**src/hw/spim_pkg.sv**
```systemverilog
// Constants, field positions and types shared by the serial master block
// ---------------------------------------------------------------------------
// ---------------------------------------------------------------------------
package spim_pkg;

  // Bus widths and select count
  localparam int ADR_W = 3;
  localparam int DAT_W = 8;
  localparam int NUM_SS = 8;

  // Register offsets
  localparam logic [2:0] ADDR_BAUD_LO = 3'h0;
  localparam logic [2:0] ADDR_BAUD_HI = 3'h1;
  localparam logic [2:0] ADDR_CFG = 3'h2;
  localparam logic [2:0] ADDR_DATA = 3'h3;
  localparam logic [2:0] ADDR_CMD_STAT = 3'h4;
  localparam logic [2:0] ADDR_SSEL = 3'h5;
  localparam logic [2:0] ADDR_BITCTL = 3'h6;
  localparam logic [2:0] ADDR_EXTRA = 3'h7;

  // Reset values
  localparam logic [7:0] RST_BAUD_LO = 8'h01;
  localparam logic [7:0] RST_BAUD_HI = 8'h00;
  localparam logic [7:0] RST_CFG = 8'h00;
  localparam logic [2:0] RST_BITCTL = 3'h7;

  // Configuration fields
  localparam int CFG_LSB_FIRST = 0;
  localparam int CFG_CPHA = 2;
  localparam int CFG_CPOL = 3;
  localparam int CFG_BIDIR = 4;
  localparam int CFG_BIDIR_OEN = 5;
  localparam int CFG_IRQ_EN = 6;
  localparam int CFG_ENABLE = 7;
  localparam logic [7:0] CFG_MASK = 8'hFD;

  // Command fields
  localparam int CMD_START = 0;
  localparam int CMD_HOLD_CS = 1;
  localparam int CMD_READ = 2;
  localparam int CMD_CLEAR = 7;

  // Status fields
  localparam int ST_TIP = 0;
  localparam int ST_DONE = 1;
  localparam int ST_RD = 2;
  localparam int ST_WR = 3;

  // Engine states
  typedef enum logic [2:0] {
    SPIM_IDLE = 3'b000,
    SPIM_LEAD = 3'b001,
    SPIM_XFER = 3'b010,
    SPIM_TRAIL = 3'b011,
    SPIM_GAP = 3'b100,
    SPIM_EXTRA = 3'b101
  } spim_state_t;

endpackage : spim_pkg

```
**src/hw/spim_core.sv**
```systemverilog
// Serial peripheral master with an 8-bit bus-side register port
`timescale 1ns/10ps
`default_nettype none
module spim_core
  import spim_pkg::*;
(
  // Clock and resets
  input wire logic mclk,
  input wire logic reset_n,
  input wire logic sync_reset_in,
  // Register port
  input wire logic [spim_pkg::ADR_W-1:0] wb_adr_i,
  input wire logic [spim_pkg::DAT_W-1:0] wb_dat_i,
  output logic [spim_pkg::DAT_W-1:0] wb_dat_o,
  input wire logic wb_we_i,
  input wire logic wb_stb_i,
  input wire logic wb_cyc_i,
  output logic wb_ack_o,
  // Status
  output logic irq_out,
  output logic transfer_in_progress,
  // Serial link
  output logic sclk_o,
  output logic mosi_o,
  output logic data_out_drive_enable_n,
  input wire logic mosi_i,
  input wire logic miso_i,
  // Slave selects
  output logic slave_select_n_0,
  output logic slave_select_n_1,
  output logic slave_select_n_2,
  output logic slave_select_n_3,
  output logic slave_select_n_4,
  output logic slave_select_n_5,
  output logic slave_select_n_6,
  output logic slave_select_n_7
);
  import spim_pkg::*;

  // ---------------------------------------------------------------------------
  // State
  // ---------------------------------------------------------------------------
  typedef struct packed {
    spim_state_t state;
    logic [15:0] baud;
    logic [7:0] cfg;
    logic [7:0] tx;
    logic [7:0] rx;
    logic [7:0] ssel;
    logic [2:0] bitctl;
    logic [7:0] extra;
    logic hold;
    logic rd;
    logic [7:0] sreg;
    logic latch;
    logic [4:0] edges;
    logic [8:0] xcnt;
    logic cs_act;
    logic done;
    logic rdf;
    logic wrf;
    logic ack;
    logic [7:0] dat_o;
    logic sck;
    logic mosi;
    logic oen_n;
    logic [7:0] ss_n;
    logic tip;
    logic irq;
  } spim_core_t;

  localparam spim_core_t CORE_RST = '{
    state: SPIM_IDLE,
    baud: {RST_BAUD_HI, RST_BAUD_LO},
    cfg: RST_CFG,
    tx: 8'h00,
    rx: 8'h00,
    ssel: 8'h00,
    bitctl: RST_BITCTL,
    extra: 8'h00,
    hold: 1'b0,
    rd: 1'b0,
    sreg: 8'h00,
    latch: 1'b0,
    edges: 5'h00,
    xcnt: 9'h000,
    cs_act: 1'b0,
    done: 1'b0,
    rdf: 1'b0,
    wrf: 1'b0,
    ack: 1'b0,
    dat_o: 8'h00,
    sck: 1'b0,
    mosi: 1'b0,
    oen_n: 1'b0,
    ss_n: 8'hFF,
    tip: 1'b0,
    irq: 1'b0
  };

  spim_core_t r;
  spim_core_t n;

  // ---------------------------------------------------------------------------
  // Helpers
  // ---------------------------------------------------------------------------
  // Outgoing bit for the current bit order and length
  function automatic logic out_bit(input logic [7:0] s,
                                   input logic [2:0] last,
                                   input logic lsbf);
    out_bit = lsbf ? s[0] : s[last];
  endfunction : out_bit

  // Shift one received bit into the low or high end
  function automatic logic [7:0] shift_in(input logic [7:0] s,
                                          input logic b,
                                          input logic [2:0] last,
                                          input logic lsbf);
    logic [7:0] res;
    res = s;
    if (lsbf) begin
      res = s >> 1;
      res[last] = b;
    end else begin
      res = {s[6:0], b};
    end
    shift_in = res;
  endfunction : shift_in

  // ---------------------------------------------------------------------------
  // Pin input synchronisers and half-period divider
  // ---------------------------------------------------------------------------
  logic [1:0] pins_s;
  logic tick;
  logic run;

  spim_sync #(
    .W(2)
  ) u_sync (
    .mclk(mclk),
    .reset_n(reset_n),
    .din({mosi_i, miso_i}),
    .dout(pins_s)
  );

  assign run = (r.state != SPIM_IDLE);

  spim_div #(
    .W(16)
  ) u_div (
    .mclk(mclk),
    .reset_n(reset_n),
    .sync_reset_in(sync_reset_in),
    .run(run),
    .divisor(r.baud),
    .tick(tick)
  );

  // ---------------------------------------------------------------------------
  // Next-state logic
  // ---------------------------------------------------------------------------
  logic din;
  logic cpha;
  logic lsbf;
  logic is_latch;
  logic last_edge;
  logic [4:0] k;
  logic [4:0] total;
  logic [7:0] sh;
  logic req;

  always_comb begin
    n = r;
    n.ack = 1'b0;
    cpha = r.cfg[CFG_CPHA];
    lsbf = r.cfg[CFG_LSB_FIRST];
    // Three-wire mode samples the shared line
    din = r.cfg[CFG_BIDIR] ? pins_s[1] : pins_s[0];
    total = 5'(({2'b00, r.bitctl} + 5'd1) << 1);
    k = r.edges + 5'd1;
    is_latch = k[0] ^ cpha;
    last_edge = (k == total);
    sh = shift_in(r.sreg, is_latch ? din : r.latch, r.bitctl, lsbf);
    req = wb_cyc_i && wb_stb_i && !r.ack;

    // Bus access: one acknowledge, one clock after request
    if (req) begin
      n.ack = 1'b1;
      if (wb_we_i) begin
        unique case (wb_adr_i)
          ADDR_BAUD_LO: n.baud[7:0] = wb_dat_i;
          ADDR_BAUD_HI: n.baud[15:8] = wb_dat_i;
          ADDR_CFG: n.cfg = wb_dat_i & CFG_MASK;
          ADDR_DATA: n.tx = wb_dat_i;
          ADDR_CMD_STAT: begin
            if (wb_dat_i[CMD_CLEAR]) begin
              n.done = 1'b0;
              n.rdf = 1'b0;
              n.wrf = 1'b0;
            end
            if (wb_dat_i[CMD_START] && r.cfg[CFG_ENABLE] &&
                r.state == SPIM_IDLE) begin
              // Present first bit before the first edge
              n.state = SPIM_LEAD;
              n.sreg = r.tx;
              n.mosi = out_bit(r.tx, r.bitctl, lsbf);
              n.hold = wb_dat_i[CMD_HOLD_CS];
              n.rd = wb_dat_i[CMD_READ];
              n.cs_act = 1'b1;
              n.edges = 5'h00;
              n.tip = 1'b1;
            end
          end
          ADDR_SSEL: n.ssel = wb_dat_i;
          ADDR_BITCTL: n.bitctl = wb_dat_i[2:0];
          ADDR_EXTRA: n.extra = wb_dat_i;
          default: n.extra = r.extra;
        endcase
      end else begin
        unique case (wb_adr_i)
          ADDR_BAUD_LO: n.dat_o = r.baud[7:0];
          ADDR_BAUD_HI: n.dat_o = r.baud[15:8];
          ADDR_CFG: n.dat_o = r.cfg;
          ADDR_DATA: n.dat_o = r.rx;
          ADDR_CMD_STAT: n.dat_o = {4'h0, r.wrf, r.rdf, r.done, r.tip};
          ADDR_SSEL: n.dat_o = r.ssel;
          ADDR_BITCTL: n.dat_o = {5'h00, r.bitctl};
          ADDR_EXTRA: n.dat_o = r.extra;
          default: n.dat_o = 8'h00;
        endcase
      end
    end

    // Serial engine, advanced once per half period
    if (tick) begin
      unique case (r.state)
        SPIM_IDLE: begin
          // Hold; a start taken in this cycle must not be lost
        end
        SPIM_LEAD: begin
          // Half cycle after select here, then another half cycle before the first edge
          n.state = SPIM_XFER;
        end
        SPIM_XFER: begin
          n.sck = ~r.sck;
          n.edges = k;
          if (is_latch) begin
            n.latch = din;
          end else if (!cpha || k != 5'd1) begin
            // Shift in the latched bit, drive the next
            n.sreg = sh;
            n.mosi = out_bit(sh, r.bitctl, lsbf);
          end
          if (last_edge) begin
            // Copy finished word to the receive register
            n.rx = (cpha) ? sh : n.sreg;
            n.sreg = n.rx;
            n.state = SPIM_TRAIL;
          end
        end
        SPIM_TRAIL: begin
          n.done = 1'b1;
          n.rdf = n.rdf | r.rd;
          n.wrf = n.wrf | ~r.rd;
          if (r.hold) begin
            n.state = SPIM_IDLE;
            n.tip = 1'b0;
          end else begin
            n.cs_act = 1'b0;
            if (r.extra != 8'h00) begin
              n.state = SPIM_EXTRA;
              n.xcnt = 9'h000;
            end else if (!cpha) begin
              n.state = SPIM_GAP;
            end else begin
              n.state = SPIM_IDLE;
              n.tip = 1'b0;
            end
          end
        end
        SPIM_EXTRA: begin
          // Free clocks with select released
          n.sck = ~r.sck;
          n.xcnt = r.xcnt + 9'd1;
          if (r.xcnt + 9'd1 == {r.extra, 1'b0}) begin
            n.state = cpha ? SPIM_IDLE : SPIM_GAP;
            n.tip = ~cpha;
          end
        end
        SPIM_GAP: begin
          // Minimum select-high time for phase zero
          n.state = SPIM_IDLE;
          n.tip = 1'b0;
        end
        default: begin
          n.state = SPIM_IDLE;
          n.tip = 1'b0;
        end
      endcase
    end

    // Idle clock level follows polarity
    if (n.state == SPIM_IDLE || n.state == SPIM_LEAD ||
        n.state == SPIM_GAP) begin
      n.sck = n.cfg[CFG_CPOL];
    end

    // Pin drivers
    n.ss_n = ~(n.ssel & {NUM_SS{n.cs_act}});
    n.oen_n = n.cfg[CFG_BIDIR] & n.cfg[CFG_BIDIR_OEN];
    n.irq = n.cfg[CFG_IRQ_EN] & (n.rdf | n.wrf);

    // Synchronous reset to defaults
    if (sync_reset_in) begin
      n = CORE_RST;
    end
  end

  // ---------------------------------------------------------------------------
  // State register
  // ---------------------------------------------------------------------------
  // Asynchronous reset to defaults
  always_ff @(posedge mclk or negedge reset_n) begin
    if (!reset_n) begin
      r <= CORE_RST;
    end else begin
      r <= n;
    end
  end

  // ---------------------------------------------------------------------------
  // Outputs
  // ---------------------------------------------------------------------------
  assign wb_dat_o = r.dat_o;
  assign wb_ack_o = r.ack;
  assign irq_out = r.irq;
  assign transfer_in_progress = r.tip;
  assign sclk_o = r.sck;
  assign mosi_o = r.mosi;
  assign data_out_drive_enable_n = r.oen_n;
  assign slave_select_n_0 = r.ss_n[0];
  assign slave_select_n_1 = r.ss_n[1];
  assign slave_select_n_2 = r.ss_n[2];
  assign slave_select_n_3 = r.ss_n[3];
  assign slave_select_n_4 = r.ss_n[4];
  assign slave_select_n_5 = r.ss_n[5];
  assign slave_select_n_6 = r.ss_n[6];
  assign slave_select_n_7 = r.ss_n[7];

endmodule : spim_core
`default_nettype wire

```
**src/hw/spim_sync.sv**
```systemverilog
// Two-stage synchroniser for pin inputs
`timescale 1ns/10ps
`default_nettype none
module spim_sync #(
  parameter int W = 2
) (
  // Clock and reset
  input wire logic mclk,
  input wire logic reset_n,
  // Data
  input wire logic [W-1:0] din,
  output logic [W-1:0] dout
);
  typedef struct packed {
    logic [W-1:0] s1;
    logic [W-1:0] s2;
  } spim_sync_t;

  spim_sync_t r;
  spim_sync_t n;

  // Second stage reads only the first
  always_comb begin
    n.s1 = din;
    n.s2 = r.s1;
  end

  // State register
  always_ff @(posedge mclk or negedge reset_n) begin
    if (!reset_n) begin
      r <= '0;
    end else begin
      r <= n;
    end
  end

  assign dout = r.s2;
endmodule : spim_sync
`default_nettype wire

```
**src/hw/spim_div.sv**
```systemverilog
// Half-period tick generator for the serial clock
`timescale 1ns/10ps
`default_nettype none
module spim_div #(
  parameter int W = 16
) (
  // Clock and reset
  input wire logic mclk,
  input wire logic reset_n,
  input wire logic sync_reset_in,
  // Control
  input wire logic run,
  input wire logic [W-1:0] divisor,
  output logic tick
);
  typedef struct packed {
    logic [W-1:0] cnt;
    logic tick;
  } spim_div_t;

  spim_div_t r;
  spim_div_t n;
  logic [W-1:0] reload;

  // Count divisor cycles per half period; zero acts as one
  always_comb begin
    reload = (divisor == '0) ? '0 : divisor - W'(1);
    n = r;
    n.tick = run && (r.cnt == '0);
    if (!run || r.cnt == '0) begin
      n.cnt = reload;
    end else begin
      n.cnt = r.cnt - W'(1);
    end
    if (sync_reset_in) begin
      n = '0;
    end
  end

  // State register
  always_ff @(posedge mclk or negedge reset_n) begin
    if (!reset_n) begin
      r <= '0;
    end else begin
      r <= n;
    end
  end

  assign tick = r.tick;
endmodule : spim_div
`default_nettype wire

```
**config.mk**
```make
export PLATFORM = sky130hd
export DESIGN_NAME = spim_core
export DESIGN_NICKNAME = d
export VERILOG_FILES = /design/src/hw/spim_pkg.sv /design/src/hw/spim_core.sv /design/src/hw/spim_sync.sv /design/src/hw/spim_div.sv
export SDC_FILE = /design/constraint.sdc
export NUM_CORES = 1
export LEC_CHECK = 0
export CAP_MARGIN = 10
export CORE_MARGIN = 4
export CORE_UTILIZATION = 33
export CTS_BUF_LIST = sky130_fd_sc_hd__clkbuf_16
export DETAILED_ROUTE_END_ITERATION = 12
export DONT_BUFFER_PORTS = 1
export SLEW_MARGIN = 5
export SYNTH_ARGS = -nofsm -noshare
export SYNTH_HDL_FRONTEND = slang
export SYNTH_SLANG_ARGS = --single-unit
```
**constraint.sdc**
```tcl
create_clock -name mclk -period 3.4 [get_ports mclk]
set_clock_uncertainty 0.2 [all_clocks]
set_input_delay 0 -clock mclk [delete_from_list [all_inputs] [get_ports mclk]]
set_output_delay 0 -clock mclk [all_outputs]
set_load 0.02 [all_outputs]
```
==> metrics, run 1 <==
Final HPWL DP 15.1 mm; largest cells by area after synthesis dfrtp_1 (39%), nor2_1 (5.7%), mux2i_1 (5.3%); Sink Count 133; post-synthesis sequential area ratio 0.435; clock tree from TritonCTS yes; combinational fraction of design power 0.256; crit path from r[59]$_DFFE_PN1P_; worst setup path class register to register; Worst path top cell family by delay simple AND/OR/NAND/NOR gates; I/O Pins between 40 and 50; Switch Pwr 1540 uW; R2R Setup Slk 0.40 ns; Pwr per Cell Area 556 nW/um2; First DRT Iteration DRCs 629; post-synthesis net count around 900; Residual DRC 0; switching share of power 0.317; top-area cell type share of the netlist area 0.394; period utilization 0.882; worst-path cell chain ha_1 -> xor3_1 -> nor3_1 -> o221ai_1 -> or2_1 -> nor3_2 -> o211ai_1 -> nand2_1; routed wl met3 1.36 mm; Worst slew margin 0.451; fin. max-slew vios 0; DIE AREA about 26000 um2; Worst Setup End Kind register; wire per inst roughly 19 um; FF-to-FF path depth 8; pre-CTS WS 0.439 ns; Clock power frac 0.385; DIE WIDTH 161 um; WL final 22.7 mm; Distinct cells, synth 80; antenna viol nets, final 0; commonest register cell after synthesis dfrtp_1; first-pass GRT wire length 35.9 mm; gpl congestion 0.832; Routed met1 length between 10 and 15 mm; area leader, netlist dfrtp_1; Post-synth EDFFs 0; Least-Margin Pin Slew 0.821 ns; gr usage total 0.175; Max Cap Violations 0; clock root buffer master clkbuf_16; CTS Buf Count 17; row cnt 55; critical path peak fanout 13; clock insertion delay at the later pin of the skew report ~0.42 ns; vias per inst 5.50; metal2 WL 10.2 mm; CP peak stage delay 0.68 ns; vias in the first global route 6114; TNS Setup 0 ns; Pleak 0.00370 uW; Core ar. ~23000 um2; Arr. time, crit path between 3 and 4 ns; most frequent cells in the layout dfrtp_1 (121), nor2_1 (117), nand2_1 (101); number of detailed-route iterations in the first pass 5; Worst R2R Start r[59]$_DFFE_PN1P_; ratio of cells with drive above 1 in the final layout 0.105; RSZ-0062 raised after global routing no; Async SR Flop Fraction 1.00; status complete, but fails checks; post-layout minimum cycle time 3.00 ns; CTS Buffer Depth 2; most common cell after layout, fill and taps aside dfrtp_1; violated checks hold timing; Initial Utilization 0.338; Post-layout nets a little under 900; largest net degree at the start of global routing approximately 130; initial antenna violation count 1; achievable clock frequency 333 MHz; CP max stage cell dfstp_2; diode count 0; Seq pwr share 0.359; CP Launch Type register; overall power 4870 uW; htree depth 4; Port Buf Inserts 0; Crit path buffers/inverters 0; Clk pin slew, worst setup/hold paths about 0.060 ns; Final Setup Violations 0; Yosys warning count 0; grt ovf 0; vias 6441; final hold violations 2; Die Y 161 um; Internal Pwr Total 3330 uW; Mapped Cells 850; Cell Area, Synth slightly below 8000 um2; Required @ worst endpoint 3.56 ns; Hold WS -0.00931 ns; Synth Area per Inst slightly above 9 um2; top routing layer in use met5; Worst Hold Class primary input to asynchronous set/reset pin; Seq cells post-synth 133; reg2reg end r[77]$_DFFE_PN0P_; post-route worst setup slack 0.401 ns; Post-CTS Resized 0; worst vdd ir 0.000375 V; Syn-to-layout area delta 13.9%
## synth_stat cells (6+ instances only)
master      n
a211o_1     6
a211oi_1   13
a21oi_1    65
a22oi_2     7
a31oi_1     9
a32o_1      8
buf_2      10
buf_4       8
clkbuf_1   33
dfrtp_1   121
dfstp_2    12
ha_1        8
inv_1      11
mux2_2     10
mux2i_1    41
nand2_1   101
nand2b_1    6
nand3_1    33
nor2_1    117
nor2b_1    19
nor3_1     17
o21ai_0    37
o31ai_1     7
or3_1       7
xnor2_1    20
xor2_1     22
## registers in the layout, indices dropped and copies added, names as in the netlist, 2 cells and up
name	cells
u_sync.dout	2
wb_dat_o	8
r	88
u_sync.n	2
u_div.r	16
## layout make-up
class / count / area, um2
Timing Repair Buffer: 36 / 373
Multi-Input combinational cell: 643 / 4010
Inverter: 15 / 56.3
Clock buffer: 17 / 425
Clock inverter: 15 / 165
Tap cell: 313 / 392
Sequential cell: 133 / 3340
Fill cell: 2266 / 14000
## power by group through the flow
stage / clock network, uW / logic [uW] / registers, uW
floorplan: 0 / 1010 / 1720
global placement: 0 / 1120 / 1770
detailed placement: 0 / 1130 / 1770
CTS: 1900 / 1250 / 1750
global route: 1970 / 1400 / 1760
finish: 1880 / 1250 / 1750
## repair_timing
| item | 4_1_cts | 5_1_grt |
|---|---|---|
| hold buffers | 27 | 0 |
| setup buffers | 0 | 0 |
| hold endpoints to repair | 264 | 0 |
## stage by stage
step	instance area [um2]	instances	utilization	hold WS, ns
floorplan	7690	850	-	-0.496
detailed placement	7860	1113	0.345	-0.491
finish	8760	1172	0.385	-0.00931
CTS	8760	1172	0.385	0.0120
global placement	7860	1113	0.345	-0.491
global route	8760	1172	0.385	0.0842
## worst max-delay path by stage
stage | endpoint | slack (ns) | depth (start not counted)
2_1_floorplan | r[48]$_DFF_PN0_ | 0.79 | 9
3_3_place_gp | r[77]$_DFFE_PN0P_ | 0.49 | 8
3_5_place_dp | r[77]$_DFFE_PN0P_ | 0.44 | 8
4_1_cts | r[77]$_DFFE_PN0P_ | 0.41 | 8
5_1_grt | r[76]$_DFFE_PN0P_ | 0.26 | 7
6_report | r[77]$_DFFE_PN0P_ | 0.40 | 8
## cells by family after synthesis
kind of cell | count (synthesis) | synth area share
multiplexers | 53 | 0.0724
flip-flops | 133 | 0.435
XOR/XNOR | 44 | 0.0538
AND/OR/NAND/NOR | 345 | 0.214
AO/OA/AOI/OAI | 193 | 0.167
adder cells (fa/ha/maj) | 8 | 0.0130
buffers and inverters | 74 | 0.0446
## layer usage
metal,global-route usage,up-vias
met5,0,-
met4,0.0724,2
met3,0.0377,44
met2,0.262,222
met1,0.247,3171
li1,-,3002
Note: power is estimated with default switching activity, not from simulation.
==> run 2, diff against run 1 <==
--- a/config.mk
+++ b/config.mk
@@ -5,12 +5,15 @@
 export SDC_FILE = /design/constraint.sdc
 export NUM_CORES = 1
 export LEC_CHECK = 0
+export BUFFER_PORTS_ARGS = -buffer_cell sky130_fd_sc_hd__buf_2
 export CAP_MARGIN = 10
+export CELL_PAD_IN_SITES_DETAIL_PLACEMENT = 1
+export CELL_PAD_IN_SITES_GLOBAL_PLACEMENT = 1
 export CORE_MARGIN = 4
 export CORE_UTILIZATION = 33
 export CTS_BUF_LIST = sky130_fd_sc_hd__clkbuf_16
 export DETAILED_ROUTE_END_ITERATION = 12
-export DONT_BUFFER_PORTS = 1
+export PLACE_DENSITY_LB_ADDON = 0.1
 export SLEW_MARGIN = 5
 export SYNTH_ARGS = -nofsm -noshare
 export SYNTH_HDL_FRONTEND = slang
==> metrics, run 2 (synthesized netlist as in run 1, its figures left out) <==
Worst R2R Start r[59]$_DFFE_PN1P_; reg2reg end r[43]$_DFF_PN0_; TNS Setup 0 ns; first-pass GRT wire length between 40 and 50 mm; Residual DRC 0; fin. max-slew vios 0; clock tree from TritonCTS yes; initial antenna violation count 2; max reg flops 88; wire per inst 20.8 um; Worst Hold Class primary input to asynchronous set/reset pin; most common cell after layout, fill and taps aside dfrtp_1; Die Y 161 um; CP peak stage delay 0.65 ns; achievable clock frequency between 300 and 400 MHz; # Post-CTS Setup Buffers 0; period utilization 0.913; First DRT Iteration DRCs 272; Required @ worst endpoint 3.56 ns; worst vdd ir 0.000286 V; Seq pwr share 0.360; Pleak 0.00388 uW; CTS Buffer Depth 2; ratio of cells with drive above 1 in the final layout 0.150; critical path endpoint r[98]$_DFFE_PN0P_; vias in the first global route 6944; # fillers 2637; dpl cells ~1200; CTS Buf Count 17; Port Buf Inserts 40; Sink Count 133; FF-to-FF path depth 9; antenna viol nets, final 0; status finished clean; grt ovf 0; crit path from wb_adr_i[1]; Switch Pwr approximately 1700 uW; gr usage total 0.201; DIE AREA 25800 um2; Max Cap Violations 0; Worst slew margin 0.466; row cnt 55; WL final 25.3 mm; most frequent cells in the layout dfrtp_1 (121), nor2_1 (117), nand2_1 (101); clock root buffer master clkbuf_16; vias per inst 5.39; post-layout minimum cycle time 3.10 ns; Core ar. roughly 23000 um2; DIE WIDTH approximately 160 um; Clock power frac 0.369; R2R Setup Slk 0.30 ns; Worst Setup End Kind register; Internal Pwr Total 3190 uW; htree depth 4; Clk pin slew, worst setup/hold paths around 0.060 ns; critical path peak fanout 20; worst setup path class primary input to register; fin cells 1218; gpl congestion roughly 0.84; final design utilization 0.393; Post-layout nets 918; largest net degree at the start of global routing 76; CP Launch Type primary input; I/O Pins 41; Least-Margin Pin Slew 0.801 ns; Top reg by flops r; Pwr per Cell Area 541 nW/um2; Arr. time, crit path about 3.3 ns; number of detailed-route iterations in the first pass 4; RSZ-0062 raised after global routing no; final hold violations 0; worst-path cell chain buf_2 -> nor2_1 -> nand2_1 -> nor2_1 -> nand3_1 -> dlygate4sd3_1 -> a21oi_1 -> dlygate4sd3_1; vias 6565; switching share of power 0.341; Initial Utilization 0.338; Syn-to-layout area delta 16.4%; CP max stage cell nor2_1; clock insertion delay at the later pin of the skew report around 0.43 ns; Final HPWL DP 18.1 mm; Hold WS 0.000870 ns; combinational fraction of design power 0.271; Final Setup Violations 0
run 2: worst min path at each step:
stage          startpoint                              to  slack, ns  depth (start not counted)
2_1_floorplan     reset_n                cpha$_DFFE_PN0P_      -0.50                          0
3_3_place_gp      reset_n               r[33]$_DFFE_PN0P_      -0.11                          1
3_5_place_dp      reset_n               r[28]$_DFFE_PN0P_      -0.09                          1
4_1_cts           reset_n         wb_dat_o[5]$_DFFE_PN0P_       0.03                          2
5_1_grt           reset_n  transfer_in_progress$_DFF_PN0_       0.07                          2
6_report          reset_n               r[33]$_DFFE_PN0P_     0.0009                          2
run 2: through the flow:
step | power [uW] | area, um2 | setup slack [ns]
after floorplan | 2730 | 7690 | 0.793
after global placement | 3030 | 8120 | 0.455
after detailed placement | 3070 | 8120 | 0.282
after CTS | 4900 | 8950 | 0.267
after global routing | 5120 | 8960 | 0.129
final | 4850 | 8960 | 0.297
run 2: final cells by class:
type | count | area [um2] | share of cell area
Tap cell | 313 | 392 | 0.0437
Inverter | 15 | 56.3 | 0.00629
Clock inverter | 15 | 133 | 0.0148
Clock buffer | 17 | 425 | 0.0475
Multi-Input combinational cell | 643 | 4010 | 0.447
Sequential cell | 133 | 3340 | 0.373
Antenna cell | 1 | 2.50 | 0.000279
Timing Repair Buffer | 81 | 599 | 0.0669
run 2: metal layers:
layer	vias to the layer above	wire length, um	track usage
li1	3080	-	-
met1	3359	11700	0.276
met2	104	12300	0.333
met3	20	1050	0.0359
met4	2	251	0.0422
met5	-	7	0
run 2: timing repair:
action / in CTS / in global routing
gates resized for setup: 0 / 0
hold buffers: 28 / 0
hold endpoints to repair: 168 / 0
endpoints found under the setup margin: 0 / 0
run 2: power by group through the flow:
| stage | clock (uW) | sequential, uW | combinational, uW |
|---|---|---|---|
| 3_3_place_gp | 0 | 1770 | 1260 |
| 6_report | 1790 | 1750 | 1310 |
| 3_5_place_dp | 0 | 1770 | 1290 |
| 2_1_floorplan | 0 | 1720 | 1010 |
| 4_1_cts | 1830 | 1750 | 1320 |
| 5_1_grt | 1890 | 1760 | 1470 |
run 2: critical path, delay by kind of cell:
kind | cells | cell delay, ns
AOI/OAI and AO/OA | 1 | 0.14
buffers and inverters | 3 | 1.44
and+or+nand+nor | 4 | 1.66
==> run 3, diff against run 2 <==
--- a/config.mk
+++ b/config.mk
@@ -14,7 +14,9 @@
 export CTS_BUF_LIST = sky130_fd_sc_hd__clkbuf_16
 export DETAILED_ROUTE_END_ITERATION = 12
 export PLACE_DENSITY_LB_ADDON = 0.1
+export SETUP_SLACK_MARGIN = 0.05
 export SLEW_MARGIN = 5
 export SYNTH_ARGS = -nofsm -noshare
 export SYNTH_HDL_FRONTEND = slang
+export SYNTH_HIERARCHICAL = 1
 export SYNTH_SLANG_ARGS = --single-unit
==> metrics, run 3 <==
status finished clean; reg2reg end sclk_o$_DFFE_PN0P_; CTS Buf Count 17; Distinct cells, synth about 80; Port Buf Inserts 40; final hold violations 0; gr usage total 0.206; R2R Setup Slk 0.34 ns; Seq cells post-synth approximately 130; worst setup path class register to register; first-pass GRT wire length 42.2 mm; Worst slew margin 0.479; Final Setup Violations 0; FF-to-FF path depth 8; post-synthesis sequential area ratio 0.426; clock tree from TritonCTS yes; grt ovf 0; initial antenna violation count 1; gpl congestion 0.847; Worst R2R Start r[26]$_DFFE_PN0P_; Pleak 0.00397 uW; First DRT Iteration DRCs 439; Cell Area, Synth 7850 um2; Max Cap Violations 0; Syn-to-layout area delta 17.9%; antenna viol nets, final 0; max reg flops about 90; most frequent cells in the layout dfrtp_1 (121), nand2_1 (103), nor2_1 (91); Top reg by flops r; area leader, netlist dfrtp_1; Mapped Cells 871; Pwr per Cell Area 416 nW/um2; Hold WS 0.00514 ns; most common cell after layout, fill and taps aside dfrtp_1; number of detailed-route iterations in the first pass 5; Synth Area per Inst 9.01 um2; DIE AREA 26300 um2; Post-layout nets 945; I/O Pins ~40; vias in the first global route between 7000 and 8000; CP Launch Type register; critical path peak fanout 8; WL final about 27 mm; Required @ worst endpoint 3.50 ns; post-synthesis net count 897; wire per inst 21.2 um; Worst Setup End Kind register; period utilization 0.901; commonest register cell after synthesis dfrtp_1; RSZ-0062 raised after global routing no; worst vdd ir 0.000243 V; Post-synth EDFFs 0; Clk pin slew, worst setup/hold paths 0.06 ns; fin. max-slew vios 0; Async SR Flop Fraction 1.00; cell with the most instances after synthesis dfrtp_1; Arr. time, crit path between 3 and 4 ns; DIE WIDTH 162 um; worst hold start wb_adr_i[2]; CTS Buffer Depth 2; clock insertion delay at the later pin of the skew report 0.43 ns; TNS Setup 0 ns; Initial Utilization 0.335; largest net degree at the start of global routing 72; vias per inst 5.47; largest cells by area after synthesis dfrtp_1 (39%), mux2i_1 (7.0%), nand2_1 (4.9%); Sink Count 133; post-layout minimum cycle time around 3.1 ns; achievable clock frequency 326 MHz; top-area cell type share of the netlist area 0.386; Least-Margin Pin Slew between 0.7 and 0.8 ns; vias 6843; Residual DRC 0; Worst Hold Class primary input to register; Die Y between 150 and 200 um; # Post-CTS Setup Buffers 0; synth cell count leaders dfrtp_1 (121), nand2_1 (103), nor2_1 (92); Core ar. 23400 um2; hold depth 5; worst hold endpoint r[22]$_DFF_PN0_; row cnt 56; clock root buffer master clkbuf_16; ratio of cells with drive above 1 in the final layout 0.148; Final HPWL DP about 19 mm; diode count 0; htree depth 4; Yosys warning count 6
run 3: cell count changes in the layout (fill, tap and decap cells not counted), moves of 10 or more:
| cell | before | now |
|---|---|---|
| nor2_1 | 117 | 91 |
| xor2_1 | 22 | 12 |
| o21ai_0 | 37 | 48 |
| mux2i_1 | 41 | 55 |
run 3: logic make-up (layout without fill, tap and decap cells):
family | Yosys count | in the layout | synth area share
xor gates and xnor gates | 38 | 38 | 0.0477
AOI/OAI and AO/OA | 199 | 199 | 0.159
muxes | 67 | 67 | 0.0902
DFF | 133 | 133 | 0.426
buffers and inverters | 80 | 141 | 0.0474
adders and majority gates | 7 | 7 | 0.0112
and+or+nand+nor | 347 | 347 | 0.218
run 3: worst max-delay path: stages, from the launching register on:
cell      delay [ns]
dfrtp_1         0.44
ha_2            0.30
nand4_1         0.14
or3_1           0.38
a2111o_1        0.46
nor4_4          0.28
o21ai_0         0.18
a31oi_1         0.21
mux2_1          0.34
run 3: layout make-up:
class | instances | area, um2
fill | 2710 | 14100
multi-input combinational | 658 | 4140
sequential | 133 | 3340
timing repair buffer | 91 | 679
clock buffer | 17 | 425
tap | 319 | 399
clock inverter | 15 | 203
inverter | 18 | 67.6
run 3: repair_timing:
item,in CTS,in global routing
resized for setup,0,2
hold buffers,30,0
hold endpoints to repair,198,0
endpoints found under the setup margin,0,2
run 3: layer usage:
metal / part of all wire / global-route usage / up-vias
met3: 0.032 / 0.0304 / 30
met1: 0.46 / 0.277 / 3511
met5: 0.00026 / 0 / -
met4: 0.020 / 0.0627 / 2
met2: 0.49 / 0.344 / 118
li1: - / - / 3182
run 3: how the worst max path moves through the flow:
stage | from | endpoint | cells past startpoint
after floorplan | r[26]$_DFFE_PN0P_ | sclk_o$_DFFE_PN0P_ | 9
after global placement | r[26]$_DFFE_PN0P_ | sclk_o$_DFFE_PN0P_ | 8
after detailed placement | r[26]$_DFFE_PN0P_ | sclk_o$_DFFE_PN0P_ | 8
after CTS | r[26]$_DFFE_PN0P_ | sclk_o$_DFFE_PN0P_ | 8
after global routing | wb_adr_i[1] | r[98]$_DFFE_PN0P_ | 9
final | r[26]$_DFFE_PN0P_ | sclk_o$_DFFE_PN0P_ | 8
run 3: report_power, final:
part	switching [uW]	internal [uW]	leakage, uW
clock	777	1230	0.000298
sequential	9.46	1590	0.00181
combinational	162	76.6	0.00186
run 3: through the flow:
stage	cell area (um2)	cells	total power, uW	utilization	setup WS (ns)
floorplan	7850	871	1740	-	0.644
global placement	8320	1189	1850	0.356	0.296
detailed placement	8320	1189	1850	0.356	0.232
CTS	9250	1251	3900	0.395	0.201
global route	9260	1251	3990	0.395	0.100
finish	9260	1251	3850	0.395	0.335
